<file path="config.mk">
export PLATFORM = sky130hd
export DESIGN_NAME = fault_restart
export DESIGN_NICKNAME = d
export VERILOG_FILES = /design/src/common/fault_restart_pkg.sv /design/src/core/fault_restart.sv
export VERILOG_INCLUDE_DIRS = /design/src /design/src/common
export SDC_FILE = /design/constraint.sdc
export NUM_CORES = 1
export LEC_CHECK = 0
export ABC_AREA = 1
export BUFFER_PORTS_ARGS = -buffer_cell sky130_fd_sc_hd__buf_4
export CORE_ASPECT_RATIO = 0.5
export CORE_UTILIZATION = 40
export CTS_CLUSTER_SIZE = 12
export DETAILED_ROUTE_END_ITERATION = 10
export HOLD_SLACK_MARGIN = 0.08
export PLACE_DENSITY_LB_ADDON = 0.1
export SKIP_LAST_GASP = 1
export SYNTH_ARGS = -nofsm -noshare
export SYNTH_HDL_FRONTEND = slang
export SYNTH_SLANG_ARGS = --single-unit
</file>
<file path="constraint.sdc">
create_clock -name ref_clk -period 2.5 [get_ports ref_clk]
set_input_delay 0 -clock ref_clk [delete_from_list [all_inputs] [get_ports ref_clk]]
set_output_delay 0 -clock ref_clk [all_outputs]
set_load 0.01 [all_outputs]
</file>
<file path="src/common/fault_restart_params.svh">
/*
 * Constants for the input unit fault and restart logic.
 * Assumes inclusion by bare name from design files.
 */
`ifndef FAULT_RESTART_PARAMS_SVH
`define FAULT_RESTART_PARAMS_SVH
`define FR_NUM_INPUTS 8
`define FR_DATA_W 16
`define FR_UNIT_W 7
`define FR_UNIT_MAX 7'h5f
`define FR_UNIT_MAX_WIDE 7'h5e
`define FR_ZERO_DATA 16'h0000
`define FR_RESTART_CYCLES 8'h10
`define FR_CNT_W 8
`define FR_CNT_ZERO 8'h00
`define FR_CNT_ONE 8'h01
`endif

</file>
<file path="src/common/fault_restart_pkg.sv">
/*
 * Types for the input unit fault and restart logic.
 * Assumes the params header supplies the widths.
 */
`include "fault_restart_params.svh"
package fault_restart_pkg;
    typedef enum logic [1:0] {ST_RESTART, ST_RUN, ST_SETUP_FAULT} unit_state_t;
    typedef logic [`FR_DATA_W-1:0] sample_t;
endpackage : fault_restart_pkg

</file>
<file path="src/core/fault_restart.sv">
/*
 * Fault handling and restart sequencing of an analog input unit: conversion
 * data gating, host error and run indicators, setup alarm flags.
 * Assumes all inputs except raw samples come from pins (synchronised here);
 * raw samples and their strobe are on ref_clk.
 */
// Behaviour
// - bus error forces all data to zero
// - missing host response holds data unchanged
// - host watchdog error lights host error and run
// - bad unit number: no conversion, zero, host error
// - table mismatch: host error lit, run off
// - restart bit pulse restarts this unit only
// - zero data while restart is running
// - settings and recovery apply only after restart
// - peak hold changes data only toward peak
// - unused input data never updates
// - setup alarms clear only after restart
`timescale 1ns/1ps
`include "fault_restart_params.svh"
module fault_restart (
    input wire logic ref_clk,
    input wire logic reset_n,
    input wire logic bus_error,
    input wire logic host_timeout,
    input wire logic host_wdt_error,
    input wire logic dup_unit,
    input wire logic table_mismatch,
    input wire logic wide_variant,
    input wire logic restart_bit,
    input wire logic [`FR_UNIT_W-1:0] unit_number,
    input wire logic setup_error,
    input wire logic [`FR_NUM_INPUTS-1:0] input_used,
    input wire logic [`FR_NUM_INPUTS-1:0] peak_hold,
    input wire logic sample_valid,
    input wire logic [`FR_NUM_INPUTS*`FR_DATA_W-1:0] sample_data,
    output logic [`FR_NUM_INPUTS*`FR_DATA_W-1:0] conv_data,
    output logic host_error_indicator,
    output logic run_indicator,
    output logic setup_alarm,
    output logic restarting
);
    localparam int NS = 10;
    // pins: 3-stage sync, change accepted when stages 2 and 3 agree
    logic [NS-1:0] pin_raw;
    logic [NS-1:0] s1_r, s2_r, s3_r, pin_r;
    assign pin_raw = {bus_error, host_timeout, host_wdt_error, dup_unit, table_mismatch,
                      wide_variant, restart_bit, setup_error, 2'b00};
    always_ff @(posedge ref_clk or negedge reset_n) begin
        if (!reset_n) begin
            s1_r <= '0;
            s2_r <= '0;
            s3_r <= '0;
            pin_r <= '0;
        end else begin
            s1_r <= pin_raw;
            s2_r <= s1_r;
            s3_r <= s2_r;
            pin_r <= (s2_r & s3_r) | (pin_r & (s2_r | s3_r));
        end
    end
    logic [`FR_UNIT_W-1:0] un1_r, un2_r, un3_r, unit_r;
    logic [`FR_NUM_INPUTS-1:0] us1_r, us2_r, us3_r, used_r;
    logic [`FR_NUM_INPUTS-1:0] pk1_r, pk2_r, pk3_r, peak_r;
    always_ff @(posedge ref_clk or negedge reset_n) begin
        if (!reset_n) begin
            {un1_r, un2_r, un3_r, unit_r} <= '0;
            {us1_r, us2_r, us3_r, used_r} <= '0;
            {pk1_r, pk2_r, pk3_r, peak_r} <= '0;
        end else begin
            un1_r <= unit_number;
            un2_r <= un1_r;
            un3_r <= un2_r;
            if (un2_r == un3_r) unit_r <= un3_r;
            us1_r <= input_used;
            us2_r <= us1_r;
            us3_r <= us2_r;
            used_r <= (us2_r & us3_r) | (used_r & (us2_r | us3_r));
            pk1_r <= peak_hold;
            pk2_r <= pk1_r;
            pk3_r <= pk2_r;
            peak_r <= (pk2_r & pk3_r) | (peak_r & (pk2_r | pk3_r));
        end
    end
    wire f_bus = pin_r[9];
    wire f_tmo = pin_r[8];
    wire f_wdt = pin_r[7];
    wire f_dup = pin_r[6];
    wire f_tbl = pin_r[5];
    wire f_wide = pin_r[4];
    wire f_rst = pin_r[3];
    wire f_setup = pin_r[2];
    // restart request on falling edge of the restart bit (set then clear)
    logic rst_bit_d_r;
    wire restart_req = rst_bit_d_r & ~f_rst;
    // the bit position itself is decoded by the host side; the unit sees one line
    wire unit_bad = f_dup || (unit_r > `FR_UNIT_MAX)
                    || (f_wide && unit_r > `FR_UNIT_MAX_WIDE);
    // config latched only at restart so later changes wait for a restart
    logic [`FR_NUM_INPUTS-1:0] used_cfg_r, peak_cfg_r;
    logic unit_bad_r, tbl_bad_r;
    fault_restart_pkg::unit_state_t state_r, state_nxt;
    logic [`FR_CNT_W-1:0] cnt_r;
    wire restart_done = (state_r == fault_restart_pkg::ST_RESTART) && (cnt_r == `FR_CNT_ONE);
    always_comb begin
        state_nxt = state_r;
        unique case (state_r)
            fault_restart_pkg::ST_RESTART:
                if (restart_done) state_nxt = (unit_bad || f_tbl || f_setup) ?
                    fault_restart_pkg::ST_SETUP_FAULT : fault_restart_pkg::ST_RUN;
            fault_restart_pkg::ST_RUN, fault_restart_pkg::ST_SETUP_FAULT:
                if (restart_req) state_nxt = fault_restart_pkg::ST_RESTART;
        endcase
    end
    always_ff @(posedge ref_clk or negedge reset_n) begin
        if (!reset_n) begin
            state_r <= fault_restart_pkg::ST_RESTART;
            cnt_r <= `FR_RESTART_CYCLES;
            rst_bit_d_r <= 1'b0;
            used_cfg_r <= '0;
            peak_cfg_r <= '0;
            unit_bad_r <= 1'b0;
            tbl_bad_r <= 1'b0;
            setup_alarm <= 1'b0;
        end else begin
            state_r <= state_nxt;
            rst_bit_d_r <= f_rst;
            if (state_nxt == fault_restart_pkg::ST_RESTART && state_r != state_nxt)
                cnt_r <= `FR_RESTART_CYCLES;
            else if (cnt_r != `FR_CNT_ZERO)
                cnt_r <= cnt_r - `FR_CNT_ONE;
            if (restart_done) begin
                used_cfg_r <= used_r;
                peak_cfg_r <= peak_r;
                unit_bad_r <= unit_bad;
                tbl_bad_r <= f_tbl;
                setup_alarm <= f_setup;
            end
        end
    end
    wire running = (state_r == fault_restart_pkg::ST_RUN);
    logic [`FR_NUM_INPUTS*`FR_DATA_W-1:0] data_nxt;
    always_comb begin
        data_nxt = conv_data;
        for (int i = 0; i < `FR_NUM_INPUTS; i++) begin
            if (!running || f_bus)
                data_nxt[i*`FR_DATA_W +: `FR_DATA_W] = `FR_ZERO_DATA;
            else if (f_tmo || f_wdt || !sample_valid || !used_cfg_r[i])
                data_nxt[i*`FR_DATA_W +: `FR_DATA_W] =
                    conv_data[i*`FR_DATA_W +: `FR_DATA_W];
            else if (!peak_cfg_r[i] || $signed(sample_data[i*`FR_DATA_W +: `FR_DATA_W])
                     > $signed(conv_data[i*`FR_DATA_W +: `FR_DATA_W]))
                data_nxt[i*`FR_DATA_W +: `FR_DATA_W] =
                    sample_data[i*`FR_DATA_W +: `FR_DATA_W];
        end
    end
    always_ff @(posedge ref_clk or negedge reset_n) begin
        if (!reset_n) begin
            conv_data <= '0;
            host_error_indicator <= 1'b0;
            run_indicator <= 1'b0;
            restarting <= 1'b1;
        end else begin
            conv_data <= data_nxt;
            // wdt: data left as held, the host must not trust it
            host_error_indicator <= f_wdt
                || (state_r == fault_restart_pkg::ST_SETUP_FAULT
                    && (unit_bad_r || tbl_bad_r));
            run_indicator <= f_wdt || running;
            restarting <= (state_nxt == fault_restart_pkg::ST_RESTART);
        end
    end
endmodule : fault_restart

</file>
== Yosys cells after proc, flatten, opt, wreduce, memory -nomap -nowiden ==
Cells that the tools add are included.

* $add $sub $neg: 1
* Magnitude comparators: 10
* Equal/unequal tests: 13
* Muxes and demuxes: 30
* Bitwise operators: 14
* Reductions and logical operators: 69

{| class="wikitable"
|+ Operators with widths
! kind !! count
|-
| $mux W16 || 24
|-
| $gt A16 B16 Y1 || 8
|-
| $and A8 B8 Y8 || 4
|-
| $or A8 B8 Y8 || 4
|-
| $logic_or A1 B1 Y1 || 26
|-
| $and A10 B10 Y10 || 2
|-
| $or A10 B10 Y10 || 2
|-
| $logic_not A1 Y1 || 18
|-
| $reduce_bool A2 Y1 || 9
|-
| $mux W8 || 2
|-
| $reduce_and A2 Y1 || 8
|-
| $gt A7 B7 Y1 const B || 2
|-
| $eq A8 B1 Y1 const B || 1
|-
| $ne A2 B1 Y1 const B || 4
|-
| $ne A2 B2 Y1 const B || 4
|-
| $reduce_bool A8 Y1 || 1
|-
| $sub A8 B1 Y8 const B || 1
|-
| $eq A7 B7 Y1 || 1
|-
| $mux W2 || 3
|-
| $logic_and A1 B1 Y1 || 4
|-
| $logic_not A2 Y1 || 2
|-
| $pmux W2 S2 || 1
|-
| $eq A2 B1 Y1 const B || 1
|-
| $eq A2 B2 Y1 const B || 1
|-
| other kinds (4) || 4
|}

* Register bits after elaboration: 287
* Input bits: 162
* Output and inout bits: 132
* Word-level logic and storage cells: 172

== Longest topological paths before layout ==
* Word-level depth: 11
* Mapped depth: 19
* Gate-level depth less buffers: 18

== Least setup slack after synthesis ==
No wires, ideal clock.

* Path kind: reg-to-reg
* Start point: register conv_data[111]
* End point: register conv_data[110]
* Setup time: 0.116 ns
* Arrival: 1.808 ns
* Required time: 2.384 ns
* Path slack: 0.576 ns
* Cell stages (with the launch flop): 13
* Buffers on the path: 1
* Period minus slack after synthesis: 1.924 ns
* Cells stage by stage: dfrtp_1 -> inv_1 -> ha_1 -> nand2_2 -> nor4_4 -> nand2_2 -> nand3_1 -> nand3_2 -> nand3_2 -> nand2_4 -> buf_12 -> nand2_2 -> nand2_2

* Word-level cells in the longest chain between the ends: 4

{| class="wikitable"
|+ RTL lines
! what !! line !! source
|-
| start, declared || fault_restart.sv:37 || <nowiki>output logic [`FR_NUM_INPUTS*`FR_DATA_W-1:0] conv_data,</nowiki>
|-
| start signal, assigned || fault_restart.sv:164 || <nowiki>conv_data <= data_nxt;</nowiki>
|-
| $gt A16 B16 Y1 || fault_restart.sv:151 || <nowiki>else if (!peak_cfg_r[i] || $signed(sample_data[i*`FR_DATA_W +: `FR_DATA_W])</nowiki>
|-
| $logic_or A1 B1 Y1 || fault_restart.sv:151 ||
|-
| $reduce_bool A2 Y1 (no line) || - ||
|-
| $reduce_and A2 Y1 (no line) || - ||
|}

Every way passes these cells.
A chain may end at the register's enable or synchronous reset.

== Worst setup path in the final report ==
* Start point: register conv_data[47]
* End point: register conv_data[36]

Same word-level chain as after synthesis.

==> impl_results.md <==
- Status: completed
- Cell area after layout: 19600 sq um
- Global route total overflow: 0
- Final ANT Viol Nets: 0
- Share of cells above drive strength 1: 0.201
- Hold-fix buffers, CTS: 185
- First-pass GRT wire length: 60600 um
- Clk Latency, worst-skew pair: 0.56 ns
- DPL Wire Length: 25300 um
- Largest register by flop count: conv_data
- Crit-path slowest cell: dfrtp_1
- Core Area: 34600 sq um
- Worst setup EP type: register
- Post-DR wirelength/cell: 14.8 um
- Number of DRC markers in iteration 0: 899
- Clock buffer count from CTS: 28
- Overall Global Routing Usage: 0.206
- Pwr/cell area: 501 nW/um^2
- WP buf/inv: 1
- WHS Path Cells: 5
- Min-Delay Path Class: input port to register
- Initial Util: 0.408
- Hold Vio Cnt, Final: 0
- Io pins: 294
- Crit-path cells: inv_1 -> ha_1 -> nand2_1 -> nor4_2 -> nand2_1 -> nand3_1 -> nand3_1 -> nand2_2 -> nand2_4 -> nand3_1 -> nand2_1
- Die area: 36100 sq um
- R2R depth: 11
- CP top delay family: simple AND/OR/NAND/NOR gates
- Post-synthesis register bit count: 285
- Final WL: 37000 um
- Die Span X: 268 um
- Setup tns final: 0 ns
- Sequential area share after synthesis: 0.505
- CP peak stage delay: 0.37 ns
- Post-layout min period: 2.23 ns
- Layer with the highest usage: met2
- CTS clk-pin slew, worst paths: 0.07 ns
- Worst slew pin tran: 0.606 ns
- DR pass1 iterations: 7
- Synth area leader: dfrtp_1
- Routing usage on met2: 0.368
- I/O Buffers: 293
- Synth Instances: 1526
- RSZ-0062 raised after global routing: no
- Top-count cell post-synth: nand2_1
- Slew Limit Fails: 0
- Worst Path Arrival: 2.68 ns
- Crit. path cell count: 11
- Vias per cell: 4.81
- WS Path Type: register to register
- GR Util met1: 0.263
- Post-synth top cells: nand2_1, dfrtp_1, inv_1
- Layout Nets: 2302
- Distinct cells, synth: 40
- Clock Skew: 0.0135 ns
- # setup viols final: 0
- Placer congestion estimate: 0.855
- Initial antenna violation count: 0
- Maximum vdd drop: 0.513 mV
- Post-synth ARST share: 1.00
- Share of the synthesized area in the top cell type: 0.501
- Maximum buffer depth of the clock tree: 3
- Mapped Area: 14100 sq um
- Syn Area/Cell: 9.25 sq um
- Drt drc: 0
- Largest net degree at the start of global routing: 108
- Inserted Diodes: 0
- Data required time of the worst path: 2.95 ns
- Max_cap viols: 0
- Synth area leaders: dfrtp_1, ha_1, nand2_1, nand4_1, inv_1
- Num Clock Sinks: 285
- Grt met3 use: 0.0272
- Placement Cell Area: 16900 sq um
- Crit-path max FO: 17
- Highest Clock Rate: 0.448 GHz
- Die span in y: 135 um
- Row cnt: 48
- Syn_nets: 1821
- Relative slew slack: 0.596
- Post-CTS sizing: 0
- Vias in the first global route: 12100
- Crit share post-route: 0.893
- Clk root buf: clkbuf_16
- Post-synth EDFFs: 0
- Yosys warning count: 0
- CP Launch Type: register
- Max FFs per register: 128
- Most used flip-flop cell after synthesis: dfrtp_1
- Vias: 12000
- Synthesis-to-finish area growth: 38.4%
- Post-CTS setup buffers: 0
- CTS tree: yes
- Pleak: 9.85 nW
- H-tree levels: 1
worst register-to-register path: stages (launching register included):
cell	delay [ns]
dfrtp_1	0.37
inv_1	0.05
ha_1	0.28
nand2_1	0.10
nor4_2	0.34
nand2_1	0.11
nand3_1	0.08
nand3_1	0.09
nand2_2	0.30
nand2_4	0.22
nand3_1	0.12
nand2_1	0.06
power by group:
part           switching [mW]  internal (mW)
registers              0.0731           4.76
logic                   0.439          0.549
clock network            1.82           2.17
final cells by class:
type	count	area, sq um
Fill cell	3111	15000
Sequential cell	285	7130
Multi-Input combinational cell	994	5960
Timing Repair Buffer	496	4270
Clock buffer	45	795
Inverter	202	758
Tap cell	475	594
Clock inverter	2	35.0
layer usage:
metal / wire (um) / vias to the layer above
met5: 0 / -
met4: 1000 / 0
met3: 1160 / 67
met2: 18800 / 230
met1: 16100 / 5744
li1: - / 5971
cells by family after synthesis:
family | synth area share
xor gates and xnor gates | 0.00744
buffers and inverters | 0.0732
DFF | 0.505
AOI/OAI and AO/OA | 0.0405
adders and majority gates | 0.135
and+or+nand+nor | 0.239
layout by cell type (no fill, tap or decap), drive strengths merged:
master,instances
nand3,49
nor4,7
maj3,24
clkinv,2
o21ai,36
a31oi,1
nand2,477
a21o,2
or3,1
clkbuf,45
o21bai,4
xor2,8
nor2,44
ha,133
o21a,6
dlygate4sd3,184
dfrtp,283
nand4,135
dfstp,2
xnor2,4
nor3,3
o22ai,1
a21oi,57
inv,202
buf,312
nand3b,2
final timing paths:
kind,start,endpoint,slack [ns]
min reg2reg,pk1_r[6],pk2_r[6],0.34
max in group asynchronous,reset_n,conv_data[44],1.33
min in group asynchronous,reset_n,conv_data[98],0.58
max reg2reg,conv_data[47],conv_data[36],0.27
max,conv_data[47],conv_data[36],0.27
min,sample_valid,conv_data[124],0.11
through the flow:
stage | hold WS [ns] | utilization | worst slack (ns) | power (mW) | instances
detailed placement | -0.0516 | 0.487 | 0.258 | 5.67 | 2267
finish | 0.112 | 0.565 | 0.267 | 9.80 | 2499
floorplan | -0.296 | - | 0.576 | 5.22 | 1526
global route | 0.0953 | 0.565 | 0.0246 | 10.3 | 2499
global placement | -0.0527 | 0.487 | 0.333 | 5.65 | 2267
CTS | 0.0834 | 0.565 | 0.240 | 9.96 | 2499
No activity file was read; power rests on OpenSTA's default activity.
